===== config.mk =====
export PLATFORM = sky130hd
export DESIGN_NAME = ccio_top
export DESIGN_NICKNAME = d
export VERILOG_FILES = /design/src/hw/ccio_pkg.sv /design/src/hw/ccio_debounce.sv /design/src/hw/ccio_top.sv
export VERILOG_INCLUDE_DIRS = /design/src /design/src/hw
export SDC_FILE = /design/constraint.sdc
export NUM_CORES = 1
export LEC_CHECK = 0
export BUFFER_PORTS_ARGS = -buffer_cell sky130_fd_sc_hd__buf_2
export CORE_UTILIZATION = 56
export CTS_BUF_LIST = sky130_fd_sc_hd__clkbuf_8 sky130_fd_sc_hd__clkbuf_16
export CTS_CLUSTER_DIAMETER = 30
export DETAILED_ROUTE_END_ITERATION = 10
export GPL_TIMING_DRIVEN = 0
export PLACE_DENSITY = 0.77
export SETUP_SLACK_MARGIN = 0.4
export SLEW_MARGIN = 10
export SYNTH_ARGS = -nofsm -noshare
export SYNTH_HDL_FRONTEND = slang
export SYNTH_SLANG_ARGS = --single-unit
export TNS_END_PERCENT = 5

===== constraint.sdc =====
create_clock -name clk -period 7.8 [get_ports clk]
set_clock_uncertainty 0.2 [all_clocks]
set_input_delay 1.95 -clock clk [delete_from_list [all_inputs] [get_ports clk]]
set_output_delay 1.95 -clock clk [all_outputs]
set_load 0.005 [all_outputs]

===== src/hw/ccio_regs.svh =====
// How it works
// - direction reads input for lines a-c, output otherwise
// - invert flag complements selected output source
// - frame, row, exposure activity routable to output
// - soft source follows software written bit
// - user timer active routable to output
// - strobe generator pulse routable to output
// - timed mode pulse width equals programmed width
// - trigger width mode copies trigger pulse width
// - strobe delayed 0 to 1000 us
// - timed width programmable 1 to 1000 us
// - exposure activity spans exposure start to end
// - level valid only after stable debounce time
// - filtered edge lags pin by debounce time (one cycle at minimum) plus two synchroniser cycles
// - pulses shorter than debounce time are dropped
`ifndef CCIO_REGS_SVH
`define CCIO_REGS_SVH

// ----------------------------------------
// timing
// ----------------------------------------
`define CCIO_CLK_HZ 10000000
`define CCIO_STEP_US 1
`define CCIO_CYC_PER_US ((`CCIO_CLK_HZ / 1000000) * `CCIO_STEP_US)
`define CCIO_US_MAX 1000
`define CCIO_CNT_W 14

// ----------------------------------------
// register offsets
// ----------------------------------------
`define CCIO_OFF_CTRL 8'h00
`define CCIO_OFF_DELAY 8'h04
`define CCIO_OFF_WIDTH 8'h08
`define CCIO_OFF_DEBOUNCE 8'h0C
`define CCIO_OFF_STATUS 8'h10

// ----------------------------------------
// control fields
// ----------------------------------------
`define CCIO_CTRL_SEL_LSB 0
`define CCIO_CTRL_INV_BIT 2
`define CCIO_CTRL_SRC_LSB 3
`define CCIO_CTRL_SOFT_BIT 6
`define CCIO_CTRL_MODE_BIT 7

// ----------------------------------------
// status fields
// ----------------------------------------
`define CCIO_STAT_DIR_BIT 0
`define CCIO_STAT_IN_LSB 1
`define CCIO_STAT_OUT_BIT 4
`define CCIO_STAT_FLASH_BIT 5
`define CCIO_STAT_EXP_BIT 6

// ----------------------------------------
// reset values
// ----------------------------------------
`define CCIO_RST_DELAY 10'h000
`define CCIO_RST_WIDTH 10'h001
`define CCIO_RST_DEBOUNCE 10'h000

`endif


===== src/hw/ccio_pkg.sv =====
package ccio_pkg;

	typedef enum logic [2:0] {
		SRC_OFF = 3'b000,
		SRC_HIGH = 3'b001,
		SRC_FRAME = 3'b010,
		SRC_ROW = 3'b011,
		SRC_EXPOSURE = 3'b100,
		SRC_SOFT = 3'b101,
		SRC_TIMER = 3'b110,
		SRC_FLASH = 3'b111
	} ccio_source_type;

	typedef enum logic [1:0] {
		LINE_IN_A = 2'b00,
		LINE_IN_B = 2'b01,
		LINE_IN_C = 2'b10,
		LINE_OUT_A = 2'b11
	} ccio_line_type;

	typedef enum logic [1:0] {
		FL_IDLE = 2'b00,
		FL_DELAY = 2'b01,
		FL_PULSE = 2'b10
	} ccio_flash_state_type;

endpackage


===== src/hw/ccio_debounce.sv =====
`timescale 1ns/10ps
`include "ccio_regs.svh"

module ccio_debounce
	import ccio_pkg::*;
#(
	parameter int CNT_W = `CCIO_CNT_W
)
(
	input wire logic clk, // system clock
	input wire logic rst, // synchronised reset, active high
	input wire logic pinIn, // raw pin level
	input wire logic [CNT_W-1:0] limit, // debounce time in cycles
	output logic filtered // validated level
);

	logic syncA;
	logic syncB;
	logic [CNT_W-1:0] stableCnt;

	// ----------------------------------------
	// pin synchroniser
	// ----------------------------------------
	always_ff @(posedge clk or posedge rst)
	begin
		if (rst)
		begin
			syncA <= 1'b0;
			syncB <= 1'b0;
		end
		else
		begin
			syncA <= pinIn;
			syncB <= syncA;
		end
	end

	// ----------------------------------------
	// stability counter
	// ----------------------------------------
	// short pulses dropped
	always_ff @(posedge clk or posedge rst)
	begin
		if (rst)
			stableCnt <= '0;
		else if (syncB == filtered)
			stableCnt <= '0;
		else
			stableCnt <= stableCnt + 1'b1;
	end

	always_ff @(posedge clk or posedge rst)
	begin
		if (rst)
			filtered <= 1'b0;
		else if (syncB != filtered && stableCnt + 1'b1 >= limit)
			filtered <= syncB;
	end

endmodule // ccio_debounce


===== src/hw/ccio_top.sv =====
`timescale 1ns/10ps
`include "ccio_regs.svh"

module ccio_top
	import ccio_pkg::*;
#(
	parameter int CNT_W = `CCIO_CNT_W,
	parameter int NUM_IN = 3
)
(
	input wire logic clk, // system clock, 10 MHz
	input wire logic rstn, // asynchronous reset, active low
	input wire logic hsel, // ahb slave select
	input wire logic [31:0] haddr, // ahb address
	input wire logic [1:0] htrans, // ahb transfer type
	input wire logic hwrite, // ahb write
	input wire logic [2:0] hsize, // ahb size, word only
	input wire logic [31:0] hwdata, // ahb write data
	input wire logic hready, // ahb bus ready
	output logic hreadyout, // slave ready
	output logic hresp, // slave response
	output logic [31:0] hrdata, // read data
	input wire logic inputLineA, // input pin a
	input wire logic inputLineB, // input pin b
	input wire logic inputLineC, // input pin c
	output logic outputLineA, // output pin
	input wire logic frameInProgress, // frame activity
	input wire logic rowInProgress, // row activity
	input wire logic exposureStart, // exposure begin pulse
	input wire logic exposureEnd, // exposure end pulse
	input wire logic userTimerActive, // timer activity
	output logic [NUM_IN-1:0] filteredLines // debounced inputs
);

	// ----------------------------------------
	// reset release
	// ----------------------------------------
	logic [1:0] rstPipe;
	logic rst;

	always_ff @(posedge clk or negedge rstn)
	begin
		if (!rstn)
			rstPipe <= 2'b00;
		else
			rstPipe <= {rstPipe[0], 1'b1};
	end

	assign rst = ~rstPipe[1];

	// ----------------------------------------
	// configuration state
	// ----------------------------------------
	ccio_line_type ioLineSelect;
	logic outputInvert;
	ccio_source_type outputSourceSelect;
	logic softOutputBit;
	logic followTriggerWidthMode;
	logic [9:0] flashPulseDelay;
	logic [9:0] flashPulseWidth;
	logic [9:0] debounceTime;
	logic exposureInProgress;
	logic flashPulseZero;
	logic ioLineDirection;

	// ----------------------------------------
	// bus address phase capture
	// ----------------------------------------
	logic wrPend;
	logic [7:0] wrAddr;
	logic addrPhase;

	assign addrPhase = hsel && htrans[1] && hready;
	assign hreadyout = 1'b1;
	assign hresp = 1'b0;

	always_ff @(posedge clk or posedge rst)
	begin
		if (rst)
		begin
			wrPend <= 1'b0;
			wrAddr <= 8'h00;
		end
		else
		begin
			wrPend <= addrPhase && hwrite;
			wrAddr <= haddr[7:0];
		end
	end

	// ----------------------------------------
	// register writes
	// ----------------------------------------
	logic [9:0] next_delay;
	logic [9:0] next_width;

	always_comb
	begin
		next_delay = hwdata[9:0];
		if (next_delay > 10'(`CCIO_US_MAX))
			next_delay = 10'(`CCIO_US_MAX);
		next_width = hwdata[9:0];
		if (next_width > 10'(`CCIO_US_MAX))
			next_width = 10'(`CCIO_US_MAX);
		else if (next_width == 10'h000)
			next_width = 10'h001;
	end

	always_ff @(posedge clk or posedge rst)
	begin
		if (rst)
		begin
			ioLineSelect <= LINE_IN_A;
			outputInvert <= 1'b0;
			outputSourceSelect <= SRC_OFF;
			softOutputBit <= 1'b0;
			followTriggerWidthMode <= 1'b0;
		end
		else if (wrPend && wrAddr == `CCIO_OFF_CTRL)
		begin
			ioLineSelect <= ccio_line_type'(hwdata[`CCIO_CTRL_SEL_LSB +: 2]);
			outputInvert <= hwdata[`CCIO_CTRL_INV_BIT];
			outputSourceSelect <= ccio_source_type'(hwdata[`CCIO_CTRL_SRC_LSB +: 3]);
			softOutputBit <= hwdata[`CCIO_CTRL_SOFT_BIT];
			followTriggerWidthMode <= hwdata[`CCIO_CTRL_MODE_BIT];
		end
	end

	always_ff @(posedge clk or posedge rst)
	begin
		if (rst)
		begin
			flashPulseDelay <= `CCIO_RST_DELAY;
			flashPulseWidth <= `CCIO_RST_WIDTH;
			debounceTime <= `CCIO_RST_DEBOUNCE;
		end
		else if (wrPend)
		begin
			if (wrAddr == `CCIO_OFF_DELAY)
				flashPulseDelay <= next_delay;
			if (wrAddr == `CCIO_OFF_WIDTH)
				flashPulseWidth <= next_width;
			if (wrAddr == `CCIO_OFF_DEBOUNCE)
				debounceTime <= hwdata[9:0];
		end
	end

	// ----------------------------------------
	// register reads
	// ----------------------------------------
	logic [31:0] next_rdata;

	assign ioLineDirection = (ioLineSelect == LINE_OUT_A);

	always_comb
	begin
		next_rdata = 32'h0000_0000;
		unique case (haddr[7:0])
			`CCIO_OFF_CTRL:
			begin
				next_rdata[`CCIO_CTRL_SEL_LSB +: 2] = ioLineSelect;
				next_rdata[`CCIO_CTRL_INV_BIT] = outputInvert;
				next_rdata[`CCIO_CTRL_SRC_LSB +: 3] = outputSourceSelect;
				next_rdata[`CCIO_CTRL_SOFT_BIT] = softOutputBit;
				next_rdata[`CCIO_CTRL_MODE_BIT] = followTriggerWidthMode;
			end
			`CCIO_OFF_DELAY: next_rdata[9:0] = flashPulseDelay;
			`CCIO_OFF_WIDTH: next_rdata[9:0] = flashPulseWidth;
			`CCIO_OFF_DEBOUNCE: next_rdata[9:0] = debounceTime;
			`CCIO_OFF_STATUS:
			begin
				next_rdata[`CCIO_STAT_DIR_BIT] = ioLineDirection;
				next_rdata[`CCIO_STAT_IN_LSB +: 3] = filteredLines;
				next_rdata[`CCIO_STAT_OUT_BIT] = outputLineA;
				next_rdata[`CCIO_STAT_FLASH_BIT] = flashPulseZero;
				next_rdata[`CCIO_STAT_EXP_BIT] = exposureInProgress;
			end
			default: next_rdata = 32'h0000_0000;
		endcase
	end

	always_ff @(posedge clk or posedge rst)
	begin
		if (rst)
			hrdata <= 32'h0000_0000;
		else if (addrPhase && !hwrite)
			hrdata <= next_rdata;
	end

	// ----------------------------------------
	// input filters
	// ----------------------------------------
	logic [NUM_IN-1:0] rawLines;
	logic [CNT_W-1:0] debounceCycles;

	assign rawLines = {inputLineC, inputLineB, inputLineA};
	assign debounceCycles = CNT_W'(debounceTime * `CCIO_CYC_PER_US);

	genvar gi;
	generate
		for (gi = 0; gi < NUM_IN; gi++)
		begin : g_in
			ccio_debounce #(
				.CNT_W(CNT_W)
			) u_deb (
				.clk(clk),
				.rst(rst),
				.pinIn(rawLines[gi]),
				.limit(debounceCycles),
				.filtered(filteredLines[gi])
			);
		end
	endgenerate

	// ----------------------------------------
	// exposure activity
	// ----------------------------------------
	// start sets, end clears
	always_ff @(posedge clk or posedge rst)
	begin
		if (rst)
			exposureInProgress <= 1'b0;
		else if (exposureStart)
			exposureInProgress <= 1'b1;
		else if (exposureEnd)
			exposureInProgress <= 1'b0;
	end

	// ----------------------------------------
	// trigger edges
	// ----------------------------------------
	logic trigPrev;
	logic trigRise;
	logic trigFall;

	always_ff @(posedge clk or posedge rst)
	begin
		if (rst)
			trigPrev <= 1'b0;
		else
			trigPrev <= filteredLines[0];
	end

	assign trigRise = filteredLines[0] && !trigPrev;
	assign trigFall = !filteredLines[0] && trigPrev;

	// ----------------------------------------
	// delayed trigger end
	// ----------------------------------------
	logic [CNT_W-1:0] delayCycles;
	logic [CNT_W-1:0] widthCycles;
	logic [CNT_W-1:0] fallCnt;
	logic fallPend;
	logic fallDone;

	assign delayCycles = CNT_W'(flashPulseDelay * `CCIO_CYC_PER_US);
	assign widthCycles = CNT_W'(flashPulseWidth * `CCIO_CYC_PER_US);

	always_ff @(posedge clk or posedge rst)
	begin
		if (rst)
		begin
			fallPend <= 1'b0;
			fallCnt <= '0;
		end
		else if (trigFall)
		begin
			fallPend <= 1'b1;
			fallCnt <= '0;
		end
		else if (fallPend)
		begin
			fallCnt <= fallCnt + 1'b1;
			if (fallCnt + 1'b1 >= delayCycles)
				fallPend <= 1'b0;
		end
	end

	assign fallDone = (trigFall && delayCycles == '0)
		|| (fallPend && !trigFall && fallCnt + 1'b1 >= delayCycles);

	// ----------------------------------------
	// strobe generator
	// ----------------------------------------
	ccio_flash_state_type flashState;
	logic [CNT_W-1:0] flashCnt;

	always_ff @(posedge clk or posedge rst)
	begin
		if (rst)
		begin
			flashState <= FL_IDLE;
			flashCnt <= '0;
		end
		else
		begin
			unique case (flashState)
				FL_IDLE:
				begin
					flashCnt <= '0;
					if (trigRise)
						flashState <= (delayCycles == '0) ? FL_PULSE : FL_DELAY;
				end
				FL_DELAY:
				begin
					flashCnt <= flashCnt + 1'b1;
					if (flashCnt + 1'b1 >= delayCycles)
					begin
						flashState <= FL_PULSE;
						flashCnt <= '0;
					end
				end
				FL_PULSE:
				begin
					flashCnt <= flashCnt + 1'b1;
					if (!followTriggerWidthMode && flashCnt + 1'b1 >= widthCycles)
						flashState <= FL_IDLE;
					else if (followTriggerWidthMode && fallDone)
						flashState <= FL_IDLE;
				end
				default:
					flashState <= FL_IDLE;
			endcase
		end
	end

	assign flashPulseZero = (flashState == FL_PULSE);

	// ----------------------------------------
	// output source and inversion
	// ----------------------------------------
	logic srcLevel;
	logic next_outputLine;

	always_comb
	begin
		srcLevel = 1'b0;
		unique case (outputSourceSelect)
			SRC_OFF: srcLevel = 1'b0;
			SRC_HIGH: srcLevel = 1'b1;
			SRC_FRAME: srcLevel = frameInProgress;
			SRC_ROW: srcLevel = rowInProgress;
			SRC_EXPOSURE: srcLevel = exposureInProgress;
			SRC_SOFT: srcLevel = softOutputBit;
			SRC_TIMER: srcLevel = userTimerActive;
			SRC_FLASH: srcLevel = flashPulseZero;
		endcase
	end

	assign next_outputLine = srcLevel ^ outputInvert;

	always_ff @(posedge clk or posedge rst)
	begin
		if (rst)
			outputLineA <= 1'b0;
		else
			outputLineA <= next_outputLine;
	end

endmodule // ccio_top


==> impl_metrics.py <==
metrics = {
    "routing": {
        "via_per_inst": 5.71,
        "ant_nets": 0,
        "drt_iter0_drc": 538,
        "routed-via-count": 7744,
        "met1_length_um": 10400,
        "drt_pass1_iterations": 4,
        "top_layer": "met4",
        "wl_met3_um": 1110,
        "met2WireLength_um": 10400,
        "wl_per_cell_um": 16.5,
        "post-route-drc-count": 0,
        "wl_um": 22400,
    },
    "synthesis": {
        "syn_avg_cell_area_sq_um": 9.84,
        "synth_edf_count": 0,
        "synth_common_cells": "143 x dfrtp_1, 131 x ha_1, 81 x nand2_1",
        "synthFlopType": "dfrtp_1",
        "synth-seq-cells": 144,
        "yosysTopAreaCell": "dfrtp_1",
        "synth.area.top_cells": "dfrtp_1 35%, ha_1 16%, xor2_1 4.1%",
        "yosysMostFrequentCell": "dfrtp_1",
        "synth_cell_types": 80,
        "synth.top_cell.area_share": 0.354,
        "ys_seq_area_frac": 0.357,
        "mappedNetlistArea_sq_um": 10100,
        "synthCells": 1027,
        "ys_warn_count": 0,
        "ys_async_sr_fraction": 1.00,
    },
    "clock_network": {
        "clock-root-buffer": "clkbuf_16",
        "cts_buffer_depth": 2,
        "cts-resized-gates": 0,
        "clock_sinks": 144,
        "htreeDepth": 4,
        "clk_pin_slew_ns": 0.07,
        "cts_tree": "done",
        "postCtsSetupBuffers": 0,
        "insertion_delay_ns": 0.43,
        "hold_buffers": 0,
        "numCtsBuffers": 17,
    },
    "power_and_ir_drop": {
        "p_total_w": 0.00225,
        "p_leak_nw": 5.71,
        "ir_worst_vdd_mv": 0.158,
        "p_per_area_nw_per_um2": 198,
    },
    "sta": {
        "period_needed_ns": 5.00,
        "fmax_mhz": 200,
        "setup_violations": 0,
        "rsz0062_at_grt": "false",
        "timing.slew.headroom": 0.280,
        "timing.final.crit_share": 0.642,
        "fin_tns_setup_ns": 0,
        "drv_slew": 0,
        "worst_slew_pin_slew_ns": 1.07,
        "hold_viol_final": 0,
    },
    "worst_hold_path": {
        "hold_path_class": "reg -> async",
    },
    "floorplanning": {
        "rows": 48,
        "start_util": 0.578,
        "io_pins": 120,
        "dieArea_sq_um": 18600,
        "core-area_sq_um": 17500,
        "fp.dieW_um": 136,
        "die_h_um": 136,
    },
    "worst_setup_path": {
        "crit_start": "flashPulseWidth[2]",
        "path_class": "reg -> reg",
        "worstReg2RegStart": "flashPulseWidth[2]",
        "required_ns": 7.92,
        "start_kind": "flip-flop",
        "cp-end-kind": "flip-flop",
        "worstPathMaxFanout": 4,
        "worstPathArrival_ns": 5.13,
    },
    "global_routing": {
        "antenna_found_initial": 1,
        "grt_max_degree": 65,
        "grt_use_total": 0.261,
        "grt_overflow": 0,
        "grt_pass1_vias": 7730,
        "grt_pass1_wl_um": 37600,
    },
    "placement": {
        "dp_hpwl_um": 17000,
        "gp_congestion": 0.853,
        "place_area_sq_um": 10800,
        "dp_cells": 1322,
        "io_buffers": 45,
    },
    "layout": {
        "stdcell_area_sq_um": 11400,
        "ff_latch_area_sq_um": 3610,
        "stdcell_count": 1356,
        "drive_gt1_frac": 0.151,
        "nNetsFinal": 1332,
        "syn_to_final_growth_pct": 12.5,
        "multi_input_area_sq_um": 6040,
        "fillers": 1379,
    },
    "job": {
        "cap_violations": 0,
    },
    "status": {
        "outcome": "finished clean",
    },
}
==> registers in the layout, summed over array words and instances, names as in the netlist <==
register and count:
outputLineA 1, g_in.u_deb.syncB 3, outputSourceSelect 3, exposureInProgress 1, outputInvert 1, softOutputBit 1, flashState 2, flashCnt 14
wrAddr 8, followTriggerWidthMode 1, g_in.u_deb.stableCnt 42, g_in.u_deb.filtered 3, debounceTime 10, wrPend 1, flashPulseWidth 10, hrdata 10
flashPulseDelay 10, rstPipe 2, fallPend 1, fallCnt 14, g_in.u_deb.syncA 3, trigPrev 1, ioLineSelect 2
==> cell type report <==
class                           count  share of cell area
Multi-Input combinational cell    792               0.531
Sequential cell                   144               0.317
Clock buffer                       18              0.0386
Buffer                             46              0.0254
Tap cell                          225              0.0248
Timing Repair Buffer               47              0.0246
Inverter                           68              0.0224
Clock inverter                     14              0.0150
Antenna cell                        2            0.000440
==> cells in the final DEF (no fill, tap or decap), drive strengths merged, types with 10 or more instances in the layout <==
master  netlist  final
nor2         78     78
nor2b        26     26
o21bai       10     10
o21ai        48     48
nand2        81     81
ha          131    131
and3         17     17
a21oi        30     30
xor2         48     48
dfrtp       143    143
buf          30     77
clkbuf       16     34
nor3         11     11
nor4         10     10
nand3        41     41
a21o         13     13
inv          68     76
xnor2        47     47
nand2b       17     17
mux2         34     34
conb          2     25
nand4        27     27
==> layer usage <==
metal,up-vias,global-route usage
li1,3765,-
met1,3766,0.352
met2,178,0.420
met3,35,0.0459
met4,0,0.0957
met5,-,0
==> cells by family after synthesis <==
family          count (synthesis)  share of synthesized area
mux                            43                     0.0555
compound gates                165                      0.114
buf+inv                       114                     0.0539
flops                         144                      0.357
simple gates                  330                      0.168
fa+ha+maj                     134                      0.168
other cells                     2                   0.000743
xor+xnor                       95                     0.0838
==> worst max-delay path: stages, from the launching register on <==
cell      delay, ns
dfrtp_1        0.45
ha_1           0.37
ha_1           0.32
a21o_1         0.18
a21oi_1        0.23
o21bai_1       0.10
a21oi_1        0.26
o21bai_1       0.10
a21oi_1        0.21
xor2_1         0.18
ha_1           0.27
a21oi_1        0.14
o21ai_0        0.10
a221oi_1       0.30
nor2b_1        0.09
o41ai_1        0.61
nand2_1        0.13
a211oi_2       0.34
nor4_2         0.11
o22a_1         0.20
==> path summary, 6_finish.rpt <==
| check | slack (ns) | depth (start not counted) | endpoint |
|---|---|---|---|
| setup / recovery | 2.80 | 19 | flashState[1] |
| hold / removal | 0.10 | 0 | g_in[0].u_deb.syncA |
| setup reg to reg | 2.80 | 19 | flashState[1] |
| hold reg to reg | 0.10 | 0 | g_in[0].u_deb.syncA |
| max in group asynchronous | 6.20 | 1 | rstPipe[1] |
| min in group clk | 0.15 | 0 | g_in[0].u_deb.syncB |
==> through the flow <==
step           worst slack [ns]  utilization  hold WS [ns]
2_1_floorplan              3.29            -         0.131
3_3_place_gp               1.62        0.612         0.134
3_5_place_dp               2.99        0.616         0.124
4_1_cts                    2.89        0.650         0.131
5_1_grt                    2.35        0.650         0.159
6_report                   2.80        0.651         0.105
==> power by group <==
part | total (W) | switching, W | internal [W]
clock network | 0.000840 | 0.000373 | 0.000467
registers | 0.000860 | 0.0000648 | 0.000795
logic | 0.000552 | 0.000316 | 0.000236
Note: power is estimated with default switching activity, not from simulation.
